File: src/hdl/tone_gate_pkg.sv
// constants for the lnb tone gating control block
// assumes a single 20 mhz reference clock; no register bus
package tone_gate_pkg;
  // ------------------------------------------------------------
  // clock and timing
  // ------------------------------------------------------------
  localparam int unsigned CLK_HZ          = 20000000;
  localparam int unsigned EXT_ON_NS       = 1000;    // start after detect
  localparam int unsigned EXT_OFF_NS      = 60000;   // stop after last edge
  localparam int unsigned ENV_ON_NS       = 6000;    // envelope rise delay
  localparam int unsigned ENV_OFF_NS      = 30000;   // inside 15..60 us
  localparam int unsigned SS13_US         = 4000;    // 4 ms soft start
  localparam int unsigned SS18_US         = 6000;    // 6 ms soft start
  localparam int unsigned TONE_HZ         = 22000;
  localparam int unsigned CYC_PER_US  = CLK_HZ / 1000000;
  localparam int unsigned EXT_ON_CYC  = (EXT_ON_NS * CYC_PER_US) / 1000;
  localparam int unsigned EXT_OFF_CYC = (EXT_OFF_NS * CYC_PER_US) / 1000;
  localparam int unsigned ENV_ON_CYC  = (ENV_ON_NS * CYC_PER_US) / 1000;
  localparam int unsigned ENV_OFF_CYC = (ENV_OFF_NS * CYC_PER_US) / 1000;
  localparam int unsigned SS13_CYC    = SS13_US * CYC_PER_US;
  localparam int unsigned SS18_CYC    = SS18_US * CYC_PER_US;
  localparam int unsigned HALF_TONE_CYC = CLK_HZ / (2 * TONE_HZ);
  localparam int unsigned CNT_W       = 18;
  localparam logic [CNT_W-1:0] CNT_RST = 18'h00000;
endpackage : tone_gate_pkg

File: src/hdl/tone_delay.sv
// delay counter: loads on start, pulses done when it reaches the target
// assumes start is a one-cycle pulse on the same clock
`timescale 1ns/1ps
module tone_delay (
  input  wire logic                           i_ref_clk,
  input  wire logic                           i_nrst,
  input  wire logic                           i_start,
  input  wire logic                           i_abort,
  input  wire logic [tone_gate_pkg::CNT_W-1:0] i_target,
  output logic                                o_done
);
  logic [tone_gate_pkg::CNT_W-1:0] count;
  logic                            run;
  wire                             hit = run && (count >= i_target);

  // counts only while armed; abort wins so a cancelled delay never fires
  // a restart on the expiry cycle re-arms instead of silently stopping
  always_ff @(posedge i_ref_clk or negedge i_nrst) begin
    if (!i_nrst) begin
      count  <= tone_gate_pkg::CNT_RST;
      run    <= 1'b0;
      o_done <= 1'b0;
    end else begin
      o_done <= hit && !i_abort && !i_start;
      if (i_abort) begin
        run <= 1'b0;
      end else if (i_start) begin
        run   <= 1'b1;
        count <= 18'h00002;  // two cycles spent in start and done regs
      end else if (hit) begin
        run <= 1'b0;
      end else if (run) begin
        count <= count + 18'h00001;
      end
    end
  end
endmodule : tone_delay

File: src/hdl/lnb_tone_gating_control.sv
// lnb tone gating control: decides when the internal tone or the keying waveform drives the output
// assumes control bits come from a host register stage on this clock and
// the keying input and supply-good level come from pins
//
// What this block and its host must do
// external waveform gates tone when both bits set
// envelope mode emits tone while keying high
// continuous tone: keying high, tone bit switches
// host keeps low-dissipation off during tone
// low-dissipation applies only with tone disabled
// external mode follows keying frequency and duty
// external mode starts tone about 1 us
// external mode stops tone 60 us later
// host sets both bits before waveform
// undervoltage disables every function
// soft start ramps 4 ms or 6 ms
// envelope mode: on 6 us, off 15-60 us
// host frames keying with tone bit
// tone bit off means no output tone
`timescale 1ns/1ps
module lnb_tone_gating_control (
  input  wire logic i_ref_clk,
  input  wire logic i_nrst,
  input  wire logic i_tone_keying_input,       // pin, async
  input  wire logic i_external_waveform_select,
  input  wire logic i_tone_on_bit,
  input  wire logic i_low_dissipation_bit,
  input  wire logic i_high_voltage_select,     // 1 selects 18 v level
  input  wire logic i_supply_good,             // pin, low under lockout
  output logic      o_lnb_supply_output_en,    // regulator enabled
  output logic      o_soft_start_done,         // ramp finished
  output logic      o_lnb_supply_tone,         // tone waveform to output
  output logic      o_tone_active,             // tone gate open
  output logic      o_low_dissipation_active   // reduced drop engaged
);
  // ------------------------------------------------------------
  // input synchronisers
  // ------------------------------------------------------------
  logic key_s1, key_s2, key_d, pg_s1, pg_s2;

  // first stages feed only second stages
  always_ff @(posedge i_ref_clk or negedge i_nrst) begin
    if (!i_nrst) begin
      key_s1 <= 1'b0;
      key_s2 <= 1'b0;
      key_d  <= 1'b0;
      pg_s1  <= 1'b0;
      pg_s2  <= 1'b0;
    end else begin
      key_s1 <= i_tone_keying_input;
      key_s2 <= key_s1;
      key_d  <= key_s2;
      pg_s1  <= i_supply_good;
      pg_s2  <= pg_s1;
    end
  end

  // ------------------------------------------------------------
  // mode decode
  // ------------------------------------------------------------
  wire alive     = pg_s2;
  wire key_edge  = key_s2 ^ key_d;
  wire mode_ext  = i_tone_on_bit && i_external_waveform_select;
  wire mode_env  = i_tone_on_bit && !i_external_waveform_select;

  // ------------------------------------------------------------
  // soft start ramp
  // ------------------------------------------------------------
  logic [tone_gate_pkg::CNT_W-1:0] ss_count;
  wire  [tone_gate_pkg::CNT_W-1:0] ss_target = i_high_voltage_select ?
      tone_gate_pkg::CNT_W'(tone_gate_pkg::SS18_CYC) :
      tone_gate_pkg::CNT_W'(tone_gate_pkg::SS13_CYC);
  wire ss_reached = ss_count >= ss_target;

  // lockout drops the regulator and restarts the ramp from zero
  always_ff @(posedge i_ref_clk or negedge i_nrst) begin
    if (!i_nrst) begin
      ss_count               <= tone_gate_pkg::CNT_RST;
      o_soft_start_done      <= 1'b0;
      o_lnb_supply_output_en <= 1'b0;
    end else if (!alive) begin
      ss_count               <= tone_gate_pkg::CNT_RST;
      o_soft_start_done      <= 1'b0;
      o_lnb_supply_output_en <= 1'b0;
    end else begin
      o_lnb_supply_output_en <= 1'b1;
      o_soft_start_done      <= ss_reached;
      if (!ss_reached) begin
        ss_count <= ss_count + 18'h00001;
      end
    end
  end

  // ------------------------------------------------------------
  // gating state machine
  // ------------------------------------------------------------
  typedef enum logic [1:0] {IDLE, ARMING, ON, HOLDING} gate_state_t;
  gate_state_t state, next_state;
  logic on_done, off_done;

  // an edge in external mode counts as detecting the waveform
  // envelope mode works on the level, so a pin already high still starts
  wire want_on  = alive && ((mode_ext && key_edge) || (mode_env && key_s2));
  wire keep_on  = alive && ((mode_ext && key_edge) || (mode_env && key_s2));
  wire drop_now = !alive || !i_tone_on_bit;
  wire start_on  = (state == IDLE) && want_on && !drop_now;
  wire start_off = (state == ON) && !drop_now &&
                   ((mode_ext && !key_edge) || (mode_env && !key_s2));
  wire rearm     = (state == HOLDING) && keep_on && !drop_now;
  // a short envelope that ends while arming must not latch the tone on
  wire cancel_on = (state == ARMING) && mode_env && !key_s2;
  wire on_abort  = drop_now || cancel_on || (state != ARMING && !start_on);
  wire off_start = start_off || (state == HOLDING && mode_ext && key_edge);
  wire off_abort = drop_now || (state != HOLDING && !start_off) ||
                   (mode_env && rearm);

  wire [tone_gate_pkg::CNT_W-1:0] on_target = mode_ext ?
      tone_gate_pkg::CNT_W'(tone_gate_pkg::EXT_ON_CYC) :
      tone_gate_pkg::CNT_W'(tone_gate_pkg::ENV_ON_CYC);
  wire [tone_gate_pkg::CNT_W-1:0] off_target = mode_ext ?
      tone_gate_pkg::CNT_W'(tone_gate_pkg::EXT_OFF_CYC) :
      tone_gate_pkg::CNT_W'(tone_gate_pkg::ENV_OFF_CYC);

  // on timer arms from idle and is dropped outside arming
  tone_delay u_on_delay (
    .i_ref_clk (i_ref_clk),
    .i_nrst    (i_nrst),
    .i_start   (start_on),
    .i_abort   (on_abort),
    .i_target  (on_target),
    .o_done    (on_done)
  );

  // off timer restarts while waveform edges keep arriving
  tone_delay u_off_delay (
    .i_ref_clk (i_ref_clk),
    .i_nrst    (i_nrst),
    .i_start   (off_start),
    .i_abort   (off_abort),
    .i_target  (off_target),
    .o_done    (off_done)
  );

  // next state: lockout or a cleared tone bit always wins
  always_comb begin
    next_state = state;
    unique case (state)
      IDLE: begin
        if (start_on) begin
          next_state = ARMING;
        end
      end
      ARMING: begin
        if (drop_now || cancel_on) begin
          next_state = IDLE;
        end else if (on_done) begin
          next_state = ON;
        end
      end
      ON: begin
        if (drop_now) begin
          next_state = IDLE;
        end else if (start_off) begin
          next_state = HOLDING;
        end
      end
      HOLDING: begin
        if (drop_now) begin
          next_state = IDLE;
        end else if (mode_env && rearm) begin
          next_state = ON;
        end else if (off_done) begin
          next_state = IDLE;
        end
      end
    endcase
  end

  // state register
  always_ff @(posedge i_ref_clk or negedge i_nrst) begin
    if (!i_nrst) begin
      state <= IDLE;
    end else begin
      state <= next_state;
    end
  end

  // ------------------------------------------------------------
  // internal tone generator and output gating
  // ------------------------------------------------------------
  logic [9:0] tone_div;
  logic       tone_sq;
  wire        gate_open = (next_state == ON) || (next_state == HOLDING);

  // free running square wave; external mode copies keying shape instead
  always_ff @(posedge i_ref_clk or negedge i_nrst) begin
    if (!i_nrst) begin
      tone_div <= 10'h000;
      tone_sq  <= 1'b0;
    end else if (tone_div == 10'(tone_gate_pkg::HALF_TONE_CYC - 1)) begin
      tone_div <= 10'h000;
      tone_sq  <= !tone_sq;
    end else begin
      tone_div <= tone_div + 10'h001;
    end
  end

  // registered outputs: the gate also waits for soft start to finish
  always_ff @(posedge i_ref_clk or negedge i_nrst) begin
    if (!i_nrst) begin
      o_tone_active            <= 1'b0;
      o_lnb_supply_tone        <= 1'b0;
      o_low_dissipation_active <= 1'b0;
    end else begin
      o_tone_active     <= gate_open && o_soft_start_done;
      o_lnb_supply_tone <= gate_open && o_soft_start_done &&
                           (mode_ext ? key_s2 : tone_sq);
      // reduced drop only while no tone can be produced
      o_low_dissipation_active <= alive && i_low_dissipation_bit &&
                                  !i_tone_on_bit && !gate_open;
    end
  end
endmodule : lnb_tone_gating_control

File: config.mk
export PLATFORM = sky130hd
export DESIGN_NAME = lnb_tone_gating_control
export DESIGN_NICKNAME = d
export VERILOG_FILES = /design/src/hdl/tone_gate_pkg.sv /design/src/hdl/tone_delay.sv /design/src/hdl/lnb_tone_gating_control.sv
export SDC_FILE = /design/constraint.sdc
export NUM_CORES = 1
export LEC_CHECK = 0
export BUFFER_PORTS_ARGS = -buffer_cell sky130_fd_sc_hd__buf_2
export CORE_MARGIN = 2
export CORE_UTILIZATION = 55
export CTS_BUF_LIST = sky130_fd_sc_hd__clkbuf_8
export DETAILED_ROUTE_END_ITERATION = 6
export PLACE_DENSITY = 0.73
export SYNTH_ARGS = -nofsm -noshare
export SYNTH_HDL_FRONTEND = slang
export SYNTH_SLANG_ARGS = --single-unit
File: constraint.sdc
create_clock -name i_ref_clk -period 6.78 [get_ports i_ref_clk]
set_clock_uncertainty 0.15 [all_clocks]
set_input_delay 1.356 -clock i_ref_clk [delete_from_list [all_inputs] [get_ports i_ref_clk]]
set_output_delay 1.356 -clock i_ref_clk [all_outputs]
set_load 0.01 [all_outputs]
==> metrics.txt, run 1 <==
status=finished, final reports clean; initial antenna violation count=0; vias=roughly 3,200; register area share after synthesis=0.4839; crit path launch=i_tone_on_bit; GRT Total Usage=0.2179; number of synthesized register bits=a little over 80; Worst path most repeated cell=or4_1; sequential cell area=2027 um2; Hold Crit Class=reg2reg; leakage power=0.002043 uW; power share of the combinational group=0.045; fin crit share=0.5787; Setup Buffers After CTS=0; DRT met1 WL=3886 um; Sw Pwr=between 200 and 250 uW; Num Clock Sinks=between 80 and 90; Final TNS setup=0 ns; main flop type after synthesis=dfrtp_1; Area Growth Syn to Fin=7.796%; Mapped Area=between 4000 and 5000 um2; Async SR Flop Fraction=1.000; Synth top area share=0.4839; MaxCap Viol Count=0; core outline area=around 7300 um2; CTS root buffer=clkbuf_8; worst-path maximum fanout=15; DR WL met3=about 310 um; Post-synth top cells=81 x dfrtp_1, 40 x nand2_1, 27 x nor2_1; hold-fix buffers at CTS=0; Least-Margin Pin Slew=~1.1 ns; drt drc=0; max-slew violation count=0; Die Area=between 8000 and 9000 um2; post-layout min period=3.924 ns; CP required=6.91 ns; startpoint types=primary input; Yosys top cell by area=dfrtp_1; final setup fails=0; Cell Area, Placed=4314 um2; power share of the clock group=0.403; slew margin rel.=0.2878; post-synthesis cell count=425; Die W=91.27 um; routed wl met2=3987 um; Synth Area per Inst=slightly below 10 um2; first-pass GRT wire length=roughly 15,000 um; Crit path arrival time=4.05 ns; number of port buffers=12; Post-synth EDFFs=0; Ant. Diodes=0; drt wl/cell=roughly 15 um; CTS max path bufs=2; RSZ-0062 raised after global routing=no; Skew-Pair Late Insertion Delay=around 0.35 ns; routability congestion estimate=about 0.87; share of layout cells above drive strength 1=0.08884; Peak VDD IR=approximately 0.12 mV; IO Count=13; first drt pass iteration count=4; crit-path max cell delay=approximately 0.52 ns; PwrDens=~200 nW/um2; Starting Density=0.5714; cell row count=31; nets=460; Worst-path clk slew=0.09 ns; CTS tree=yes; H-tree level count=3; crit path kind=in2reg; Die Y=91.27 um; pin count of the biggest net entering global routing=slightly above 80; Synth area leaders=dfrtp_1 48%, ha_1 5.4%, nand2_1 3.6%; vias in the first global route=between 3,000 and 4,000; antenna viol nets, final=0; CP cell instances=buf_2, and2_1, inv_1, ha_1, or4_4, or4_1, o21a_1, or4_1, o21ai_0; fillcell total=600; Mapped Nets=between 400 and 500; crit path capture type=flip-flop; achievable frequency=around 250 MHz; drt first-iter violations=143; Top Layer Used=met4; grt total ovfl=0; internal power=about 670 uW; hold path start=key_s1; Worst path slowest cell=or4_1; Net Sw Frac=0.2480; Final Hold Fails=0; DRT Wirelength=8326 um; Final HPWL DP=5681 um; Seq pwr share=0.552; Via density=slightly below 6; cts repair resizes=0; yosys warns=0; CTS Buf Count=9; most common cell in the netlist=dfrtp_1; Yosys cell types=between 50 and 60; multi-input logic area=roughly 2000 um2; Design Area, Final=roughly 4500 um2; Reg2Reg Launch Point=alive
area by class of cell:
| type | instances | share of cell area |
|---|---|---|
| Clock buffer | 9 | 0.02743 |
| Clock inverter | 7 | 0.01718 |
| Inverter | 16 | 0.01358 |
| Multi-Input combinational cell | 312 | 0.4483 |
| Sequential cell | 81 | 0.4489 |
| Tap cell | 99 | 0.02743 |
| Timing Repair Buffer | 14 | 0.01718 |
sequential cells by signal, summed over array words and instances, names as in the netlist, 2 cells and up:
signal             count
state                  2
tone_div              10
u_on_delay.count      18
u_off_delay.count     18
ss_count              18
worst paths after layout:
check	to	slack [ns]	depth (start not counted)
setup / recovery	u_off_delay.count[6]	2.86	9
setup reg to reg	u_off_delay.count[6]	3.93	7
hold / removal	key_s2	0.20	0
hold reg to reg	key_s2	0.20	0
max in group asynchronous	o_lnb_supply_output_en	4.83	1
min in group asynchronous	u_off_delay.count[4]	1.01	1
power groups by stage:
stage	sequential, uW	clock [uW]	combinational (uW)
4_1_cts	495	370	41.8
6_report	495	362	40.8
3_5_place_dp	504	0	41.6
2_1_floorplan	503	0	22.5
5_1_grt	496	388	48.3
3_3_place_gp	504	0	40.5
routing by layer:
| layer | up-vias | global-route usage |
|---|---|---|
| met5 | - | 0 |
| met1 | 1541 | 0.2773 |
| met4 | 0 | 0.08333 |
| met3 | 16 | 0.05145 |
| li1 | 1556 | - |
| met2 | 47 | 0.3617 |
through the flow:
stage	util	hold WS, ns	power [uW]	setup WS, ns	std cells
floorplan	-	0.1812	525.8	2.960	425
global placement	0.5885	0.1823	544.6	2.607	522
detailed placement	0.5885	0.1879	546.1	2.500	522
CTS	0.6160	0.2068	907.1	2.884	538
global route	0.6160	0.2175	932.0	2.686	538
finish	0.6160	0.1981	897.3	2.856	538
critical path, delay by kind of cell:
| kind | cells | cell delay (ns) |
|---|---|---|
| adders and majority gates | 1 | 0.22 |
| buffers and inverters | 2 | 0.33 |
| AOI/OAI and AO/OA | 2 | 0.43 |
| and+or+nand+nor | 4 | 1.70 |
cells in the final DEF (no fill, tap or decap), drive strengths merged, types with 4 or more instances in the layout:
cell type,count
nor2,27
and3,11
nand2,40
o21ai,23
dfrtp,81
and2,17
ha,18
clkbuf,9
xnor2,9
nand3,20
nor4b,4
buf,14
inv,17
clkinv,4
a21oi,20
nand4,9
mux2i,12
xor2,4
o31ai,5
nor4,12
a31oi,5
nor3,6
or3,6
o21a,5
a21o,5
nand2b,13
or4,7
cells by family (layout without fill, tap and decap cells):
kind of cell             count (synthesis)  after routing  share of synthesized area
AO/OA/AOI/OAI                           83             83                     0.1311
AND/OR/NAND/NOR                        186            186                     0.2425
buffers and inverters                   32             46                    0.03285
adder cells (fa/ha/maj)                 18             18                    0.05376
flip-flops                              81             81                     0.4839
XOR/XNOR                                13             13                    0.02718
multiplexers                            12             12                    0.02867
Power figures use the tool's default switching activity.
==> run 2: changes to the inputs <==
--- a/config.mk
+++ b/config.mk
@@ -5,12 +5,13 @@
 export SDC_FILE = /design/constraint.sdc
 export NUM_CORES = 1
 export LEC_CHECK = 0
+export ABC_AREA = 1
 export BUFFER_PORTS_ARGS = -buffer_cell sky130_fd_sc_hd__buf_2
 export CORE_MARGIN = 2
 export CORE_UTILIZATION = 55
 export CTS_BUF_LIST = sky130_fd_sc_hd__clkbuf_8
 export DETAILED_ROUTE_END_ITERATION = 6
-export PLACE_DENSITY = 0.73
+export PLACE_DENSITY = 0.76
 export SYNTH_ARGS = -nofsm -noshare
 export SYNTH_HDL_FRONTEND = slang
 export SYNTH_SLANG_ARGS = --single-unit
==> constraint.sdc (replaced) <==
create_clock -name i_ref_clk -period 3.6 [get_ports i_ref_clk]
set_clock_uncertainty 0.15 [all_clocks]
set_input_delay 0.72 -clock i_ref_clk [delete_from_list [all_inputs] [get_ports i_ref_clk]]
set_output_delay 0.72 -clock i_ref_clk [all_outputs]
set_load 0.01 [all_outputs]
==> metrics.txt, run 2 <==
post-place setup slack=0.8704 ns (-1.629 ns); final setup margin=1.229 ns (-1.627 ns); yosys warns=0 (unchanged); Num Clock Sinks=81 (unchanged); share of layout cells above drive strength 1=0.09365 (+0.004807); number of synthesized register bits=81 (unchanged); post-synthesis cell count=577 (+36%); MaxCap Viol Count=0 (unchanged); first-pass GRT wire length=15,510 um (+5.6%); Least-Margin Pin Slew=0.9955 ns (-0.07082 ns); drt wl/cell=12.64 um (-18%); nets=619 (+35%); CTS Buf Count=9 (unchanged); Peak VDD IR=0.2147 mV (+83%); drt drc=0 (unchanged); Via density=5.294 (-9.9%); Final TNS setup=0 ns (unchanged); hold_ws=0.2172 ns (+0.01907 ns); Die Y=94.32 um (+3.3%); Die Area=8896 um2 (+6.8%); Final Hold Fails=0 (unchanged); Yosys cell types=32 (-43%); Synth top area share=0.4518 (-0.03211); Worst-path clk slew=0.08 ns (about the same); GRT Total Usage=0.2216 (+0.003661); cts repair resizes=0 (unchanged); Final HPWL DP=6309 um (+11%); Net Sw Frac=0.2618 (+0.01380); most frequent cells in the layout=132 x nand2_1, 89 x nor2_1, 81 x dfrtp_1; fillcell total=718 (+20%); pin count of the biggest net entering global routing=82 (unchanged); DRT Wirelength=8851 um (+6.3%); Synth area leaders=dfrtp_1 45%, nand2_1 11%, nand3_1 8.4%; final setup fails=0 (unchanged); Post-synth EDFFs=0 (unchanged); core outline area=7807 um2 (+6.5%); Async SR Flop Fraction=1.000 (unchanged); Crit path arrival time=2.46 ns (-1.59 ns); Skew-Pair Late Insertion Delay=0.36 ns (about the same); Seq pwr share=0.579 (+0.027); Ant. Diodes=0 (unchanged); vias in the first global route=3,531 (+12%); main flop type after synthesis=dfrtp_1; number of port buffers=12 (unchanged); register area share after synthesis=0.4518 (-0.03211); Yosys top cell by area=dfrtp_1; PwrDens=342.8 nW/um2 (+73%); fin crit share=0.6586; CTS max path bufs=2 (unchanged); placed insts=684 (+31%); vias=3,706 (+17%); commonest non-fill, non-tap cell in the layout=nand2_1; Post-synth top cells=132 x nand2_1, 89 x nor2_1, 81 x dfrtp_1; RSZ-0062 raised after global routing=no; leakage power=0.002418 uW (+18%); Area Growth Syn to Fin=7.111%; Synth Area per Inst=7.776 um2 (-21%); CTS tree=yes; crit path kind=in2reg; grt total ovfl=0 (unchanged); biggest regs=ss_count x18, u_off_delay.count x18, u_on_delay.count x18; CP required=3.69 ns (-3.22 ns); power share of the clock group=0.355 (-0.048); slew margin rel.=0.3363 (+0.04852); Mapped Area=4487 um2 (+7.1%); max-slew violation count=0 (unchanged); cell row count=32 (+3.2%); most common cell in the netlist=nand2_1; final std cells w/o fill=700 (+30%); power share of the combinational group=0.065 (+0.020); first drt pass iteration count=5 (+1); routability congestion estimate=0.9330 (+7.3%); status=finished, final reports clean; IO Count=13 (unchanged); Starting Density=0.5747 (+0.003251); initial antenna violation count=0 (unchanged); drt first-iter violations=205 (+43%); Hold Crit Class=reg2reg; achievable frequency=around 420 MHz; worst-path maximum fanout=11 (-4); Sw Pwr=431.4 uW (+94%); Setup Buffers After CTS=0 (unchanged); post-layout min period=about 2.4 ns; H-tree level count=3 (unchanged); antenna viol nets, final=0 (unchanged); Die W=94.32 um (+3.3%); Mapped Nets=603 (+34%); CTS root buffer=clkbuf_8; hold-fix buffers at CTS=0 (unchanged); startpoint types=primary input; internal power=1216 uW (+80%); crit path capture type=flip-flop
==> run 2: power by group through the flow <==
stage / Sequential, uW / Combinational, uW / Clock, uW
2_1_floorplan: 967 / 68.4 / 0
3_3_place_gp: 971 / 105 / 0
3_5_place_dp: 972 / 110 / 0
4_1_cts: 954 / 110 / 603
5_1_grt: 958 / 129 / 637
6_report: 954 / 108 / 586
==> run 2: critical path, stage by stage <==
cell	delay [ns]
buf_2	0.13
nand2_2	0.16
ha_1	0.32
nand3_1	0.07
o21ai_0	0.16
nand2_1	0.07
nand2_1	0.07
nand2_1	0.05
nand2_1	0.07
nand3_1	0.36
nand3_1	0.19
nand2_1	0.07
==> run 2: cells by family (layout without fill, tap and decap cells) <==
group,count (synthesis),after routing,synth area share
and+or+nand+nor,344,344,0.3402
DFF,81,81,0.4518
buffers and inverters,81,102,0.07501
AOI/OAI and AO/OA,28,28,0.03402
xor gates and xnor gates,25,25,0.04880
adders and majority gates,18,18,0.05020
==> run 2: layout make-up <==
| type | count | area, um2 | share of cell area |
|---|---|---|---|
| clock inverter | 7 | 46.29 | 0.009633 |
| multi-input combinational | 415 | 2123 | 0.4418 |
| tap | 102 | 127.6 | 0.02656 |
| inverter | 70 | 265.3 | 0.05519 |
| timing repair buffer | 16 | 92.59 | 0.01927 |
| sequential | 81 | 2027 | 0.4218 |
| clock buffer | 9 | 123.9 | 0.02577 |
==> run 2: final timing paths <==
kind	start	to	slack [ns]	depth (start not counted)
setup reg to reg	ss_count[11]	ss_count[10]	1.33	10
hold / removal	pg_s1	alive	0.22	0
hold reg to reg	pg_s1	alive	0.22	0
max in group asynchronous	i_nrst	ss_count[3]	2.27	1
min in group asynchronous	i_nrst	u_off_delay.count[17]	0.36	1
setup / recovery	i_tone_on_bit	u_off_delay.count[4]	1.23	12
==> run 2: metal layers <==
metal / global-route usage / vias up / routed length, um
met4: 0.08333 / 0 / 181
met3: 0.04334 / 24 / 365
met1: 0.2926 / 1723 / 4190
li1: - / 1864 / -
met2: 0.3637 / 95 / 4114
met5: 0 / - / 0
==> run 2: metrics by stage <==
stage,utilization,area (um2),power (uW)
global placement,0.5938,4636,1077
CTS,0.6155,4806,1667
global route,0.6155,4806,1725
finish,0.6155,4806,1648
detailed placement,0.5938,4636,1081
floorplan,-,4487,1035
